==> config.mk <==
export PLATFORM = sky130hd
export DESIGN_NAME = lamp_brightness_control
export DESIGN_NICKNAME = d
export VERILOG_FILES = /design/src/lamp_brightness_control.v /design/src/pin_sync.v /design/src/smb_byte_slave.v
export VERILOG_INCLUDE_DIRS = /design/src /design/src/inc
export SDC_FILE = /design/constraint.sdc
export NUM_CORES = 1
export LEC_CHECK = 0
export ABC_CLOCK_PERIOD_IN_PS = 2400
export CAP_MARGIN = 40
export CORE_ASPECT_RATIO = 1.5
export CORE_MARGIN = 4
export CORE_UTILIZATION = 52
export CTS_CLUSTER_SIZE = 30
export DETAILED_ROUTE_END_ITERATION = 16
export DONT_BUFFER_PORTS = 1
export PLACE_DENSITY = 0.68
export REMOVE_ABC_BUFFERS = 1
export SLEW_MARGIN = 30
export SYNTH_ARGS = -nofsm -noshare
export SYNTH_HDL_FRONTEND = slang
export SYNTH_SLANG_ARGS = --single-unit
==> constraint.sdc <==
create_clock -name clk -period 2.4 [get_ports clk]
set_clock_uncertainty 0.2 [all_clocks]
set_input_delay 0.72 -clock clk [delete_from_list [all_inputs] [get_ports clk]]
set_output_delay 0.72 -clock clk [all_outputs]
set_load 0.01 [all_outputs]
==> src/inc/lamp_brightness_regs.vh <==
// Constants for the lamp brightness control block
`ifndef LAMP_BRIGHTNESS_REGS_VH
`define LAMP_BRIGHTNESS_REGS_VH

// ****************************************
// Register bus map (byte addresses)
// ****************************************
`define REG_CTRL 5'h00
`define REG_STATUS 5'h04
`define REG_LATCH0 5'h08
`define REG_LATCH1 5'h0C
`define REG_COUNTER 5'h10
`define CTRL_RESET 1'h0
`define CTRL_SERIAL_BIT 0

// ****************************************
// Status field positions
// ****************************************
`define ST_SWITCH_BIT 5
`define ST_SS_HOLD_BIT 6
`define ST_SHUTDOWN_BIT 7
`define ST_OPEN_LAMP_BIT 8
`define ST_BANK_BIT 9
`define ST_LAMP_HOLD_BIT 10

// ****************************************
// Configuration byte and latches
// ****************************************
`define BANK_TARGET_BIT 7
`define FULL_OFF_BIT 6
`define LAMP_HOLD_BIT 5
`define LATCH0_RESET 7'h10
`define LATCH1_RESET 7'h50
`define COUNT_PRESET 5'h10
`define COUNT_MAX 5'h1F
`define COUNT_MIN 5'h00
`define SMB_DEVICE_ADDR 7'h2D

// ****************************************
// Switching timing
// ****************************************
`define CLK_FREQ_KHZ 10000
`define FREQ_SLOW_KHZ 145
`define FREQ_FAST_KHZ 290
`define PERIOD_SLOW_CYC (`CLK_FREQ_KHZ / `FREQ_SLOW_KHZ)
`define PERIOD_FAST_CYC (`CLK_FREQ_KHZ / `FREQ_FAST_KHZ)

`endif

==> src/lamp_brightness_control.v <==
// Lamp brightness control: step counter, SMBus latches, switch gating
//
// Local design decisions: the placing of the registers and the Avalon-MM interface to the registers.
`timescale 1ns/1ps
`include "lamp_brightness_regs.vh"

// Contract
// - Open-lamp sense high forces switch off
// - Switch on each cycle, off at current limit
// - Soft-start held low in reset or lamp off
// - Released soft-start ramps by constant current
// - Soft-start fifth limit also ends on-time
// - Sync level selects 145 or 290 kHz
// - Sync rising edge restarts cycle, switch on
// - Counter presets 10000 at reset, both high
// - Increment rising edge adds one
// - Decrement rising edge subtracts one
// - Counter saturates, never wraps
// - Low-power pin off keeps count, resumes
// - Shutdown keeps state, accepts inputs
// - One SMBus byte sets whole configuration
// - Two 7-bit latches, selected one drives
// - Respond only to address 0101101
// - Bank pin chooses active latch
// - Bit 7 routes byte to latch
// - Bits 4..0 brightness, latch0 starts 10000
// - Hold bit stops lamp, off bit shuts down
module lamp_brightness_control (
  input wire clk,
  input wire rstn,
  input wire [4:0] address,
  input wire read,
  input wire write,
  input wire [31:0] writedata,
  output reg [31:0] readdata,
  output reg waitrequest,
  input wire stepUpIn,
  input wire stepDownIn,
  input wire lowPowerSelectN,
  input wire latchBankSelect,
  input wire syncIn,
  input wire syncAtRef,
  input wire openLampHigh,
  input wire currentTrip,
  input wire softStartTrip,
  input wire smbClk,
  input wire smbDataIn,
  output reg smbDataOut,
  output wire smbDataOe,
  output reg powerSwitchOn,
  output reg softStartHold,
  output reg analogEnable,
  output reg [4:0] brightnessCode
);
  // ****************************************
  // Pin synchronisation
  // ****************************************
  localparam PIN_COUNT = 11;
  localparam P_UP = 0;
  localparam P_DOWN = 1;
  localparam P_LOWPWR = 2;
  localparam P_BANK = 3;
  localparam P_SYNC = 4;
  localparam P_SYNC_REF = 5;
  localparam P_OPEN = 6;
  localparam P_ITRIP = 7;
  localparam P_SSTRIP = 8;
  localparam P_SCL = 9;
  localparam P_SDA = 10;
  localparam integer PERIOD_SLOW_INT = `PERIOD_SLOW_CYC;
  localparam integer PERIOD_FAST_INT = `PERIOD_FAST_CYC;
  localparam [31:0] PERIOD_SLOW_WIDE = PERIOD_SLOW_INT;
  localparam [31:0] PERIOD_FAST_WIDE = PERIOD_FAST_INT;
  localparam [7:0] PERIOD_SLOW = PERIOD_SLOW_WIDE[7:0];
  localparam [7:0] PERIOD_FAST = PERIOD_FAST_WIDE[7:0];

  wire [PIN_COUNT-1:0] pinLevel;
  wire [PIN_COUNT-1:0] pinRise;

  pin_sync #(
    .WIDTH(PIN_COUNT)
  ) u_pin_sync (
    .clk(clk),
    .rstn(rstn),
    .pinIn({smbDataIn, smbClk, softStartTrip, currentTrip, openLampHigh, syncAtRef,
            syncIn, latchBankSelect, lowPowerSelectN, stepDownIn, stepUpIn}),
    .level(pinLevel),
    .rise(pinRise)
  );

  // ****************************************
  // SMBus receiver
  // ****************************************
  wire smbStrobe;
  wire [7:0] smbByte;

  smb_byte_slave u_smb (
    .clk(clk),
    .rstn(rstn),
    .sclLevel(pinLevel[P_SCL]),
    .sdaLevel(pinLevel[P_SDA]),
    .sdaOe(smbDataOe),
    .byteStrobe(smbStrobe),
    .byteData(smbByte)
  );

  // ****************************************
  // Configuration state
  // ****************************************
  reg serialMode;
  reg [4:0] stepCount;
  reg [6:0] latch0;
  reg [6:0] latch1;
  reg [7:0] cycleCount;
  reg [4:0] next_brightness;
  reg next_shutdown;
  reg next_lampHold;
  reg [6:0] activeLatch;
  reg lampOff;
  wire [7:0] period;
  wire cycleEnd;
  wire busAccept;
  reg next_switch;
  reg cycleRestart;
  reg [31:0] statusWord;
  reg [31:0] next_readdata;

  // Selected latch drives the lamp in serial mode
  always @* begin
    activeLatch = pinLevel[P_BANK] ? latch1 : latch0;
    if (serialMode) begin
      next_brightness = activeLatch[4:0];
      next_shutdown = ~activeLatch[`FULL_OFF_BIT];
      next_lampHold = ~activeLatch[`LAMP_HOLD_BIT];
    end else begin
      next_brightness = stepCount;
      next_shutdown = ~pinLevel[P_LOWPWR];
      next_lampHold = 1'b0;
    end
    lampOff = (next_brightness == 5'h00) | next_shutdown | next_lampHold;
  end

  // Step counter keeps its value through shutdown
  always @(posedge clk or negedge rstn) begin
    if (!rstn) begin
      stepCount <= `COUNT_PRESET;
    end else if (pinLevel[P_UP] && pinLevel[P_DOWN]) begin
      stepCount <= `COUNT_PRESET;
    end else if (pinRise[P_UP] && !pinRise[P_DOWN]) begin
      if (stepCount != `COUNT_MAX) begin
        stepCount <= stepCount + 5'h01;
      end
    end else if (pinRise[P_DOWN] && !pinRise[P_UP]) begin
      if (stepCount != `COUNT_MIN) begin
        stepCount <= stepCount - 5'h01;
      end
    end
  end

  // Latches load in any mode, including shutdown
  always @(posedge clk or negedge rstn) begin
    if (!rstn) begin
      latch0 <= `LATCH0_RESET;
      latch1 <= `LATCH1_RESET;
    end else if (smbStrobe) begin
      if (smbByte[`BANK_TARGET_BIT]) begin
        latch1 <= smbByte[6:0];
      end else begin
        latch0 <= smbByte[6:0];
      end
    end
  end

  // ****************************************
  // Switching cycle and switch gating
  // ****************************************
  assign period = pinLevel[P_SYNC_REF] ? PERIOD_FAST : PERIOD_SLOW;
  assign cycleEnd = (cycleCount >= period - 8'h01);

  // Gating priority: faults, sync restart, trips, cycle start
  always @* begin
    cycleRestart = pinRise[P_SYNC] | cycleEnd;
    next_switch = powerSwitchOn;
    if (pinLevel[P_OPEN] || lampOff) begin
      next_switch = 1'b0;
    end else if (pinRise[P_SYNC]) begin
      next_switch = 1'b1;
    end else if (pinLevel[P_ITRIP] || pinLevel[P_SSTRIP]) begin
      // Trip still high at a period-end cycle start keeps switch off
      next_switch = 1'b0;
    end else if (cycleEnd) begin
      next_switch = 1'b1;
    end
  end

  // ****************************************
  // Lamp drive outputs
  // ****************************************

  // Outputs follow the active configuration
  always @(posedge clk or negedge rstn) begin
    if (!rstn) begin
      softStartHold <= 1'b1;
      analogEnable <= 1'b0;
      brightnessCode <= `COUNT_PRESET;
    end else begin
      brightnessCode <= next_brightness;
      analogEnable <= ~next_shutdown;
      softStartHold <= lampOff;
    end
  end

  // Cycle counter restarts on sync rise or period end
  always @(posedge clk or negedge rstn) begin
    if (!rstn) begin
      cycleCount <= 8'h00;
    end else if (cycleRestart) begin
      cycleCount <= 8'h00;
    end else begin
      cycleCount <= cycleCount + 8'h01;
    end
  end

  always @(posedge clk or negedge rstn) begin
    if (!rstn) begin
      powerSwitchOn <= 1'b0;
    end else begin
      powerSwitchOn <= next_switch;
    end
  end

  // ****************************************
  // Register bus slave
  // ****************************************
  assign busAccept = (read || write) && waitrequest;

  // Status word and read data of the addressed register
  always @* begin
    statusWord = 32'h00000000;
    statusWord[4:0] = brightnessCode;
    statusWord[`ST_SWITCH_BIT] = powerSwitchOn;
    statusWord[`ST_SS_HOLD_BIT] = softStartHold;
    statusWord[`ST_SHUTDOWN_BIT] = next_shutdown;
    statusWord[`ST_OPEN_LAMP_BIT] = pinLevel[P_OPEN];
    statusWord[`ST_BANK_BIT] = pinLevel[P_BANK];
    statusWord[`ST_LAMP_HOLD_BIT] = next_lampHold;
    case (address)
      `REG_CTRL: begin
        next_readdata = {31'h00000000, serialMode};
      end
      `REG_STATUS: begin
        next_readdata = statusWord;
      end
      `REG_LATCH0: begin
        next_readdata = {25'h0000000, latch0};
      end
      `REG_LATCH1: begin
        next_readdata = {25'h0000000, latch1};
      end
      `REG_COUNTER: begin
        next_readdata = {27'h0000000, stepCount};
      end
      default: begin
        next_readdata = 32'h00000000;
      end
    endcase
  end

  // Control register is the only writable location
  always @(posedge clk or negedge rstn) begin
    if (!rstn) begin
      serialMode <= `CTRL_RESET;
    end else if (write && !waitrequest && address == `REG_CTRL) begin
      serialMode <= writedata[`CTRL_SERIAL_BIT];
    end
  end

  // One wait cycle per request, then one answer cycle
  always @(posedge clk or negedge rstn) begin
    if (!rstn) begin
      waitrequest <= 1'b1;
      readdata <= 32'h00000000;
    end else begin
      waitrequest <= ~busAccept;
      if (busAccept && read) begin
        readdata <= next_readdata;
      end
    end
  end

  // Data line is only ever pulled low, never driven high
  always @(posedge clk or negedge rstn) begin
    if (!rstn) begin
      smbDataOut <= 1'b0;
    end else begin
      smbDataOut <= 1'b0;
    end
  end
endmodule // lamp_brightness_control

==> src/pin_sync.v <==
// Three-stage pin synchroniser with agreement filter and rise pulses
`timescale 1ns/1ps
module pin_sync #(
  parameter WIDTH = 1
) (
  input wire clk,
  input wire rstn,
  input wire [WIDTH-1:0] pinIn,
  output reg [WIDTH-1:0] level,
  output reg [WIDTH-1:0] rise
);
  reg [WIDTH-1:0] stage1;
  reg [WIDTH-1:0] stage2;
  reg [WIDTH-1:0] stage3;
  wire [WIDTH-1:0] agree;
  wire [WIDTH-1:0] next_level;

  // Level moves only where stages two and three agree
  assign agree = ~(stage2 ^ stage3);
  assign next_level = (stage2 & agree) | (level & ~agree);

  always @(posedge clk or negedge rstn) begin
    if (!rstn) begin
      stage1 <= {WIDTH{1'b0}};
      stage2 <= {WIDTH{1'b0}};
      stage3 <= {WIDTH{1'b0}};
      level <= {WIDTH{1'b0}};
      rise <= {WIDTH{1'b0}};
    end else begin
      stage1 <= pinIn;
      stage2 <= stage1;
      stage3 <= stage2;
      level <= next_level;
      rise <= next_level & ~level;
    end
  end
endmodule // pin_sync

==> src/smb_byte_slave.v <==
// SMBus single-byte write receiver with fixed address
`timescale 1ns/1ps
`include "lamp_brightness_regs.vh"
module smb_byte_slave (
  input wire clk,
  input wire rstn,
  input wire sclLevel,
  input wire sdaLevel,
  output reg sdaOe,
  output reg byteStrobe,
  output reg [7:0] byteData
);
  localparam ST_IDLE = 3'd0;
  localparam ST_ADDR = 3'd1;
  localparam ST_ACK_ADDR = 3'd2;
  localparam ST_DATA = 3'd3;
  localparam ST_ACK_DATA = 3'd4;
  localparam ST_IGNORE = 3'd5;

  reg [2:0] state;
  reg [3:0] bitCnt;
  reg [7:0] shiftReg;
  reg sclPrev;
  reg sdaPrev;
  wire sclRise;
  wire sclFall;
  wire startSeen;
  wire stopSeen;

  assign sclRise = sclLevel & ~sclPrev;
  assign sclFall = ~sclLevel & sclPrev;
  assign startSeen = sclLevel & sclPrev & sdaPrev & ~sdaLevel;
  assign stopSeen = sclLevel & sclPrev & ~sdaPrev & sdaLevel;

  always @(posedge clk or negedge rstn) begin
    if (!rstn) begin
      state <= ST_IDLE;
      bitCnt <= 4'h0;
      shiftReg <= 8'h00;
      sclPrev <= 1'b1;
      sdaPrev <= 1'b1;
      sdaOe <= 1'b0;
      byteStrobe <= 1'b0;
      byteData <= 8'h00;
    end else begin
      sclPrev <= sclLevel;
      sdaPrev <= sdaLevel;
      byteStrobe <= 1'b0;
      if (startSeen) begin
        state <= ST_ADDR;
        bitCnt <= 4'h0;
        sdaOe <= 1'b0;
      end else if (stopSeen) begin
        state <= ST_IDLE;
        sdaOe <= 1'b0;
      end else begin
        case (state)
          ST_ADDR, ST_DATA: begin
            if (sclRise && bitCnt != 4'h8) begin
              shiftReg <= {shiftReg[6:0], sdaLevel};
              bitCnt <= bitCnt + 4'h1;
            end else if (sclFall && bitCnt == 4'h8) begin
              bitCnt <= 4'h0;
              if (state == ST_ADDR) begin
                // Acknowledge only our own address with a write
                if (shiftReg[7:1] == `SMB_DEVICE_ADDR && !shiftReg[0]) begin
                  state <= ST_ACK_ADDR;
                  sdaOe <= 1'b1;
                end else begin
                  state <= ST_IGNORE;
                end
              end else begin
                // Data byte complete: hand it over and start the acknowledge in the same cycle
                state <= ST_ACK_DATA;
                sdaOe <= 1'b1;
                byteStrobe <= 1'b1;
                byteData <= shiftReg;
              end
            end
          end
          ST_ACK_ADDR: begin
            if (sclFall) begin
              sdaOe <= 1'b0;
              state <= ST_DATA;
            end
          end
          ST_ACK_DATA: begin
            if (sclFall) begin
              sdaOe <= 1'b0;
              state <= ST_IGNORE;
            end
          end
          ST_IGNORE, ST_IDLE: begin
            sdaOe <= 1'b0;
          end
          default: begin
            state <= ST_IDLE;
            sdaOe <= 1'b0;
          end
        endcase
      end
    end
  end
endmodule // smb_byte_slave

==> results of run 1 <==
-- through the flow --
| step | setup WS [ns] | hold WS (ns) | utilization [%] | power, mW |
|---|---|---|---|---|
| after floorplan | 0.390 | 0.131 | - | 3.06 |
| after global placement | 0.181 | 0.133 | 53.6 | 3.26 |
| after detailed placement | 0.121 | 0.135 | 53.6 | 3.30 |
| after CTS | 0.0724 | -0.211 | 60.1 | 6.01 |
| after global routing | 0.0815 | -0.214 | 60.1 | 6.21 |
| final | 0.197 | -0.192 | 60.1 | 5.95 |
-- critical path: cells and delay by family, from the launching register on --
kind,cells,cell delay [ns]
flip-flops,1,0.41
buffers and inverters,1,0.09
AND/OR/NAND/NOR,3,0.87
adder cells (fa/ha/maj),1,0.14
multiplexers,1,0.36
-- power by group --
part,internal [mW],switching (mW)
logic,0.332,0.357
clock network,1.80,0.884
registers,2.29,0.288
total,4.42,1.53
-- synth_stat cells, types with 7 or more instances --
| cell type | count |
|---|---|
| ha_1 | 9 |
| mux2i_1 | 16 |
| maj3_1 | 11 |
| a21oi_1 | 16 |
| nand2_1 | 22 |
| mux2_1 | 29 |
| nand3_1 | 9 |
| xnor2_1 | 7 |
| dfstp_2 | 9 |
| a22o_1 | 10 |
| dfrtp_1 | 113 |
| nor2_1 | 30 |
| buf_4 | 22 |
-- state kept, by name (all words and copies together) (netlist names), 3 cells and up, named ones only --
signal and cells:
readdata 11, u_pin_sync.stage1 11, u_pin_sync.stage2 11, u_pin_sync.stage3 11
cycleCount 8, u_smb.byteData 8, u_smb.shiftReg 8, latch0 7
latch1 7, brightnessCode 5, stepCount 5, u_smb.bitCnt 4
u_pin_sync.level 3, u_pin_sync.rise 3, u_smb.state 3
-- how the worst max path moves through the flow --
stage,endpoint,depth (start not counted)
2_1_floorplan,readdata[0],3
3_3_place_gp,u_smb.byteData[6],6
3_5_place_dp,u_smb.byteData[4],6
4_1_cts,u_smb.byteData[7],6
5_1_grt,u_smb.byteData[7],6
6_report,u_smb.byteData[7],6
-- area by class of cell --
class | count | area (sq um) | area share [%]
inverters | 5 | 18.8 | 0.324
well taps | 115 | 144 | 2.48
flip-flops and latches | 122 | 3060 | 52.9
clock buffers | 22 | 464 | 8.01
clock inverters | 10 | 166 | 2.87
repair buffers | 6 | 45.0 | 0.778
multi-input cells | 265 | 1890 | 32.6
-- metal layers --
layer	up-vias	wire [microns]	track usage (%)
li1	1414	-	-
met4	0	380	10.1
met5	-	0	0
met3	35	477	6.36
met2	88	4680	28.3
met1	1477	3470	18.2
-- kinds of logic (layout without fill, tap and decap cells) --
logic type	count (synthesis)	in the layout
and+or+nand+nor	99	99
xor gates and xnor gates	11	11
adders and majority gates	21	21
other	1	22
muxes	49	49
AOI/OAI and AO/OA	63	63
buffers and inverters	36	43
DFF	122	122
-- timing repair --
action                                  4_1_cts  5_1_grt
endpoints found under the setup margin        0        8
resized for setup                             0        1
endpoints found under the hold margin       122      122
==> results.md, run 1 <==
* Mean number of vias per cell at between 5 and 6
* Type of the worst setup path: flop to flop
* Syn. warnings at 0
* Detailed-route wire length per cell at 16.5 microns
* Diodes inserted at 0
* Arr. time, crit path at around 2.3 ns
* Cells on worst reg2reg path at 6
* CTS Sinks at around 120
* RSZ-0062 raised after global routing: no
* Startpoint types: flop
* WL final at ~9000 microns
* Clk Latency, worst-skew pair at between 0.4 and 0.5 ns
* Final hold violations at between 100 and 150
* Fin nets at between 400 and 500
* FF+latch count, synth at approximately 120
* Drt pass-1 iters at 4
* Minimum clock period at between 2 and 2.5 ns
* Initial DRC Count at approximately 100
* Outcome: complete, but fails checks
* Via count at between 3000 and 4000
* # IOs at 95
* Critical-path cell list: inv_1 > ha_1 > nand3b_1 > nor2_1 > and3_2 > mux2_1
* WHS at -0.192 ns
* CP peak stage delay at just over 0.4 ns
* Placed Area at slightly above 5000 sq um
* Synth area leaders: dfrtp_1 (55%), mux2_1 (6.4%), dfstp_2 (4.6%), buf_4 (3.2%), mux2i_1 (3.1%)
* Die Y-Extent at approximately 130 microns
* IO Port Bufs at 0
* Actual slew at the worst max-slew pin at around 0.66 ns
* Async SR Flop Fraction at 100%
* Finished Cell Area at a little under 6000 sq um
* Worst slew margin at 56.2%
* CTS tree: done
* Hold Path Class: primary input to asynchronous set/reset pin
* CP Capture Type: flop
* Worst path slowest cell: dfrtp_1
* CP Launch Point: u_smb.bitCnt[0]
* Core footprint at roughly 9600 sq um
* First-pass GRT wire length at between 10000 and 15000 microns
* Pwr/cell area at roughly 1000 nW/um^2
* Avg Cell Area, Syn at roughly 13 sq um
* Crit-path max FO at 9
* DIE AREA at 11500 sq um
* Placed cells at just over 500
* # H-tree levels at 4
* Detail Route Antenna Nets at 0
* Synth Area in XOR/XNOR at under 10%
* Gr usage total at about 17%
* Seq/Total Area, Yosys at 60.0%
* Adder-cell share of the synthesized area at 4.75%
* Failing checks: negative hold slack
* Largest net degree at the start of global routing at ~120
* Commonest non-fill, non-tap cell in the layout: dfrtp_1
* Fin crit share at about 90%
* Postcts setup bufs at 0
* RePlAce Congestion at approximately 0.79
* Overflow after GRT at 0
* Worst r2r src: u_smb.bitCnt[0]
* EDFF count, synth at 0
* Setup violators final at 0
* Initial antenna violation count at 0
* Total CTS buffers at 17
* Initial core utilization at 53.0%
* Die Wd at 88.9 microns
* Synth Area in Simple Gates at between 9 and 10%
* Slew Limit Fails at 0
* Clock slew at reported path FFs at about 0.050 ns
* Post-synthesis instance total at ~400
* Deepest clock path buffer count at 2
* Ys flop type: dfrtp_1
* CTS root buf: clkbuf_16
* Area delta synth->final at 13.5%
* Peak supply drop at around 0.62 mV
* Post-detail-place hpwl at a little over 6000 microns
* Vias in the first global route at ~3100
* Yosys top cell by area: dfrtp_1
* Synth Area in Compound Gates at between 8 and 9%
* Filler cells at 733
* Post-Syn Area at 5110 sq um
* Mux contribution to synthesized area at 10.4%
* Reg2reg setup slack at 0.20 ns
* Yosys top cell area share at between 50% and 60%
* Fmax at about 0.45 GHz
* Largest family of logic cells by synthesized area: multiplexers
* CP required at 2.48 ns
* Setup TNS at 0 ns
* Drc violations at 0
* Layout cells sized above 1 at approximately an eighth
* Max cap viols at 0
* Most frequent cells in the layout: dfrtp_1 (113), nor2_1 (30), mux2_1 (29)
* FF-to-FF End: u_smb.byteData[7]
* Rows at 44
* Fin cells at between 500 and 600
* Leak at about 2.7 nW
* Cell variety after synth at between 50 and 60
(Power assumes the default switching activity.)
==> run 2: changes to the inputs <==
- CELL_PAD_IN_SITES_DETAIL_PLACEMENT: unset -> 1
- CELL_PAD_IN_SITES_GLOBAL_PLACEMENT: unset -> 1
- CORE_UTILIZATION: 52 -> 50
- PLACE_DENSITY: 0.68 -> 0.79
==> run 2 against run 1 <==
Against the previous run: combinational power up 1%; the run still ends with negative hold slack left; utilization down 1.5 points; sequential power about the same; wire length up 17%; power up 0.65%; cell area down 0.19%.
==> results.md, run 2 (synthesized netlist as in run 1, its figures left out) <==
* CTS Sinks at between 100 and 150
* Setup violators final at 0
* Rows at 44
* Final core utilization at around 59%
* CP required at 2.48 ns
* Detailed-route wire length per cell at approximately 19 microns
* Fmax at ~0.44 GHz
* Cells on worst reg2reg path at 6
* Die Y-Extent at 132 microns
* IO Port Bufs at 0
* Fin cells at about 540
* WHS at -0.195 ns
* Leak at between 2 and 3 nW
* # IOs at 95
* Max cap viols at 0
* Initial antenna violation count at 0
* Via count at 3140
* First-pass GRT wire length at 17500 microns
* Worst r2r src: u_smb.bitCnt[0]
* Actual slew at the worst max-slew pin at about 0.71 ns
* Crit-path max FO at 9
* Pwr/cell area at 1040 nW/um^2
* DIE AREA at about 12000 sq um
* CTS tree: done
* FF-to-FF End: u_smb.byteData[6]
* Gr usage total at 18.6%
* RePlAce Congestion at slightly above 0.8
* Drc violations at 0
* Deepest clock path buffer count at 2
* Commonest non-fill, non-tap cell in the layout: dfrtp_1
* Vias in the first global route at 3476
* Mean number of vias per cell at 5.78
* Fin nets at ~480
* WL final at 10500 microns
* # H-tree levels at 4
* Most frequent cells in the layout: dfrtp_1 (113), nor2_1 (30), mux2_1 (29)
* Placed cells at slightly above 500
* Clock slew at reported path FFs at approximately 0.06 ns
* Drt pass-1 iters at 4
* Register area at between 3000 and 4000 sq um
* Layout cells sized above 1 at between 10% and 20%
* Peak supply drop at between 0.6 and 0.7 mV
* Final hold violations at ~110
* Worst slew margin at 52.3%
* Slew Limit Fails at 0
* Hold Path Class: primary input to asynchronous set/reset pin
* Die Wd at 90.5 microns
* Failing checks: negative hold slack
* Clk Latency, worst-skew pair at ~0.4 ns
* Postcts setup bufs at 0
* Total power at around 6 mW
* Post-detail-place hpwl at 6710 microns
* CP Capture Type: flop
* Multi-input gate area at approximately 1900 sq um
* Reg2reg setup slack at approximately 0.13 ns
* Fin crit share at roughly 95%
* Diodes inserted at 0
* Largest net degree at the start of global routing at approximately 120
* Total CTS buffers at 17
* Core footprint at approximately 10000 sq um
* CTS root buf: clkbuf_16
* Type of the worst setup path: flop to flop
* Overflow after GRT at 0
* Filler cells at 973
* Outcome: complete, but fails checks
* Startpoint types: flop
* Area delta synth->final at 13.2%
* Detail Route Antenna Nets at 0
* Arr. time, crit path at around 2.4 ns
* Initial DRC Count at about 130
* Initial core utilization at between 50% and 60%
* Minimum clock period at roughly 2.3 ns
-- run 2: cell types whose count changed in the layout (fill, tap and decap cells not counted), sizes merged --
cell and change:
clkbuf -3, buf -2, inv +2, clkinvlp +1
-- run 2: power breakdown --
group | total (mW) | internal (mW) | leakage, nW | switching (mW)
clock network | 2.69 | 1.77 | 0.301 | 0.918
logic | 0.699 | 0.329 | 0.863 | 0.370
registers | 2.59 | 2.29 | 1.55 | 0.306
total | 5.99 | 4.39 | 2.71 | 1.59
-- run 2: metal layers --
layer,global-route usage (%),part of all wire [%],up-vias
met1,19.4,37,1612
met5,0,0,-
met4,9.28,3.2,0
met2,33.7,55,89
li1,-,-,1409
met3,5.37,4.5,30
-- run 2: worst max-delay path by stage --
stage                    startpoint                 to  cells past startpoint
CTS                 u_smb.bitCnt[0]  u_smb.byteData[6]                      6
detailed placement  u_smb.bitCnt[0]  u_smb.byteData[5]                      6
floorplan                      read        readdata[0]                      3
global placement    u_smb.bitCnt[0]  u_smb.byteData[5]                      6
global route        u_smb.bitCnt[0]  u_smb.byteData[6]                      6
finish              u_smb.bitCnt[0]  u_smb.byteData[6]                      6
-- run 2: final cells by class --
cell class | instances | area share (%)
clock buffers | 19 | 7.66
clock inverters | 13 | 3.31
inverters | 5 | 0.325
multi-input cells | 265 | 32.7
flip-flops and latches | 122 | 53.0
well taps | 115 | 2.49
repair buffers | 4 | 0.519
-- run 2: through the flow --
step	setup TNS, ns	setup WS, ns	cell area [sq um]
final	0	0.127	5780
after global routing	-0.0133	-0.0133	5780
after CTS	0	0.0455	5780
after detailed placement	0	0.107	5150
after global placement	0	0.158	5150
after floorplan	0	0.390	4970
-- run 2: what timing repair did --
action / in CTS / in global routing
resized for setup: 0 / 1
hold endpoints to repair: 122 / 122
setup endpoints to repair: 0 / 8
-- run 2: worst max-delay path: stages, from the launching register on --
cell	delay [ns]
dfrtp_1	0.41
inv_1	0.09
ha_1	0.16
nand3b_1	0.17
nor2_1	0.34
and3_2	0.40
mux2_1	0.37
==> run 3: changes to the inputs <==
- ABC_AREA: unset -> 1
- CORE_UTILIZATION: 50 -> 48
- PLACE_DENSITY: 0.79 -> 0.85
==> run 3 against run 2 <==
Against the previous run: the run still ends with negative hold slack left; worst hold slack got worse by 0.0049 ns; wire length rose by 27%; cell area rose by 5.1%; first-iteration DRC count rose by 35%; non-clock buffer count fell by 1; die area rose by 9.0%; critical path type unchanged; highest routed layer unchanged.
==> results.md, run 3 <==
* Final hold violations at about 120
* Initial core utilization at approximately 49%
* Detailed-route wire length per cell at approximately 18 microns
* WL met3 at approximately 510 microns
* Setup TNS at 0 ns
* Worst slew margin at about 66%
* Ys flop type: dfrtp_1
* Actual slew at the worst max-slew pin at ~0.5 ns
* CP Capture Type: flop
* CP required at ~2.5 ns
* Post-Syn Area at 5380 sq um
* Initial antenna violation count at 0
* Core footprint at 11000 sq um
* Initial DRC Count at 170
* Seq/Total Area, Yosys at approximately 57%
* Largest net degree at the start of global routing at approximately 120
* IO Port Bufs at 0
* Area delta synth->final at 12.9%
* # H-tree levels at 4
* Hold Path Class: primary input to asynchronous set/reset pin
* Die Wd at roughly 94 microns
* Crit-path max FO at 6
* Avg Cell Area, Syn at between 9 and 10 sq um
* Clock slew at reported path FFs at roughly 0.060 ns
* CTS root buf: clkbuf_16
* CTS tree: done
* Mean number of vias per cell at approximately 5.3
* Cells on worst reg2reg path at 10
* Peak supply drop at 0.623 mV
* CP Launch Point: u_pin_sync.rise[1]
* Finished Cell Area at around 6100 sq um
* Highest metal used: met4
* Most Frequent Cell on Critical Path: nand2_1
* Post-synthesis instance total at around 560
* RePlAce Congestion at 0.817
* Total power at around 6.1 mW
* FF-to-FF End: stepCount[4]
* Synth area leaders: dfrtp_1 (53%), nand2_1 (8.9%), dfstp_2 (4.4%), inv_1 (4.1%), o21ai_0 (3.7%)
* Leak at around 3.0 nW
* CP peak stage delay at around 0.46 ns
* Most frequent cells in the layout: nand2_1 (127), dfrtp_1 (113), inv_1 (59)
* Fin crit share at just under 90%
* Die Y-Extent at 138 microns
* Postcts setup bufs at 0
* Reg2reg setup slack at between 0.3 and 0.4 ns
* # IOs at 95
* M1 WL at roughly 5000 microns
* CP Capture Point: stepCount[4]
* Overflow after GRT at 0
* Clk Latency, worst-skew pair at approximately 0.42 ns
* Final core utilization at a little under three fifths
* Placed Area at about 5400 sq um
* Gr usage total at roughly 23%
* Detail Route Antenna Nets at 0
* Yosys top cell area share at a little over half
* Max cap viols at 0
* Place WS at between 0.3 and 0.4 ns
* Total CTS buffers at 17
* Drc violations at 0
* CTS Sinks at 122
* Via count at around 3800
* Deepest clock path buffer count at 2
* Async SR Flop Fraction at 100%
* FF+latch count, synth at between 100 and 150
* Type of the worst setup path: flop to flop
* Startpoint types: flop
* Drt pass-1 iters at 4
* Vias in the first global route at between 4000 and 5000
* Failing checks: negative hold slack
* Critical-path cell list: inv_1 > nand2_1 > fa_1 > nand2_1 > nand2_1 > a21oi_1 > nand2b_1 > nand3_1 > nand2_1 > nand2_1
* RSZ-0062 raised after global routing: no
* Diodes inserted at 0
* Worst path slowest cell: fa_1
* EDFF count, synth at 0
* DIE AREA at around 13000 sq um
* Minimum clock period at ~2.1 ns
* First-pass GRT wire length at ~22000 microns
* Outcome: complete, but fails checks
* Cell variety after synth at 44
* Syn. warnings at 0
* WHS at -0.200 ns
* Commonest non-fill, non-tap cell in the layout: nand2_1
* Yosys top cell by area: dfrtp_1
* Setup violators final at 0
* Pwr/cell area at a little over 1000 nW/um^2
* Met2 Routed Length at between 7000 and 8000 microns
* Fmax at ~0.48 GHz
* Most numerous cell in the Yosys netlist: nand2_1
* Synth cell count leaders: nand2_1 (127), dfrtp_1 (113), inv_1 (59)
* Slew Limit Fails at 0
* Setup WS post-layout at around 0.31 ns
* CTS resizes at 0
* Layout cells sized above 1 at around 14%
* Fin nets at 629
* Arr. time, crit path at between 2 and 2.5 ns
* Rows at 47
* Worst r2r src: u_pin_sync.rise[1]
* WL final at approximately 13000 microns
* Post-detail-place hpwl at around 8500 microns
==> run 3: changes by cell type after synthesis, sizes merged, moves of 7 or more <==
cell / delta
o21ai: +42
o22ai: -7
nand4: +18
mux2: -33
nand2: +110
a21oi: -8
nand3: +29
a22o: -10
xnor2: -7
mux2i: -16
inv: +58
==> run 3: metal layers <==
metal	vias to the layer above	GRT usage (%)
li1	1778	-
met1	1931	23.7
met2	96	41.0
met3	36	5.85
met4	0	11.6
met5	-	0
==> run 3: layout make-up <==
class	instances	area, sq um
clock buffer	21	470
tap	147	184
inverter	64	244
timing repair buffer	3	22.5
sequential	122	3060
clock inverter	11	169
fill	1230	4920
multi-input combinational	359	1920
==> run 3: cells by family after synthesis <==
group                      count (synthesis)  synth area share [%]
and+or+nand+nor                          244                  21.5
DFF                                      122                  57.0
buffers and inverters                     96                  8.79
AOI/OAI and AO/OA                         67                  7.35
adders and majority gates                 21                  4.51
xor gates and xnor gates                   5                 0.814
other                                      1                0.0697
==> run 3: worst min path at each step <==
stage                                 to                 start
finish                       readdata[7]                  rstn
CTS                          readdata[8]                  rstn
global placement    u_pin_sync.stage2[7]  u_pin_sync.stage1[7]
detailed placement  u_pin_sync.stage2[2]  u_pin_sync.stage1[2]
global route                 readdata[7]                  rstn
floorplan           u_pin_sync.stage2[0]  u_pin_sync.stage1[0]
==> run 3: where the power goes <==
part / internal [mW] / total [mW] / leakage, nW / switching, mW
logic: 0.304 / 0.905 / 1.11 / 0.601
clock network: 1.82 / 2.74 / 0.301 / 0.924
registers: 2.26 / 2.48 / 1.55 / 0.220
total: 4.38 / 6.13 / 2.96 / 1.75
==> run 3: stage by stage <==
stage	instances	hold slack [ns]
2_1_floorplan	545	0.131
3_3_place_gp	695	0.132
3_5_place_dp	695	0.136
4_1_cts	727	-0.218
5_1_grt	727	-0.223
6_report	727	-0.200
==> run 3: worst max-delay path, delay by kind of cell (launching register included) <==
| family | cells | cell delay, ns |
|---|---|---|
| and+or+nand+nor | 7 | 0.72 |
| adders and majority gates | 1 | 0.46 |
| DFF | 1 | 0.36 |
| AOI/OAI and AO/OA | 1 | 0.21 |
| buffers and inverters | 1 | 0.07 |
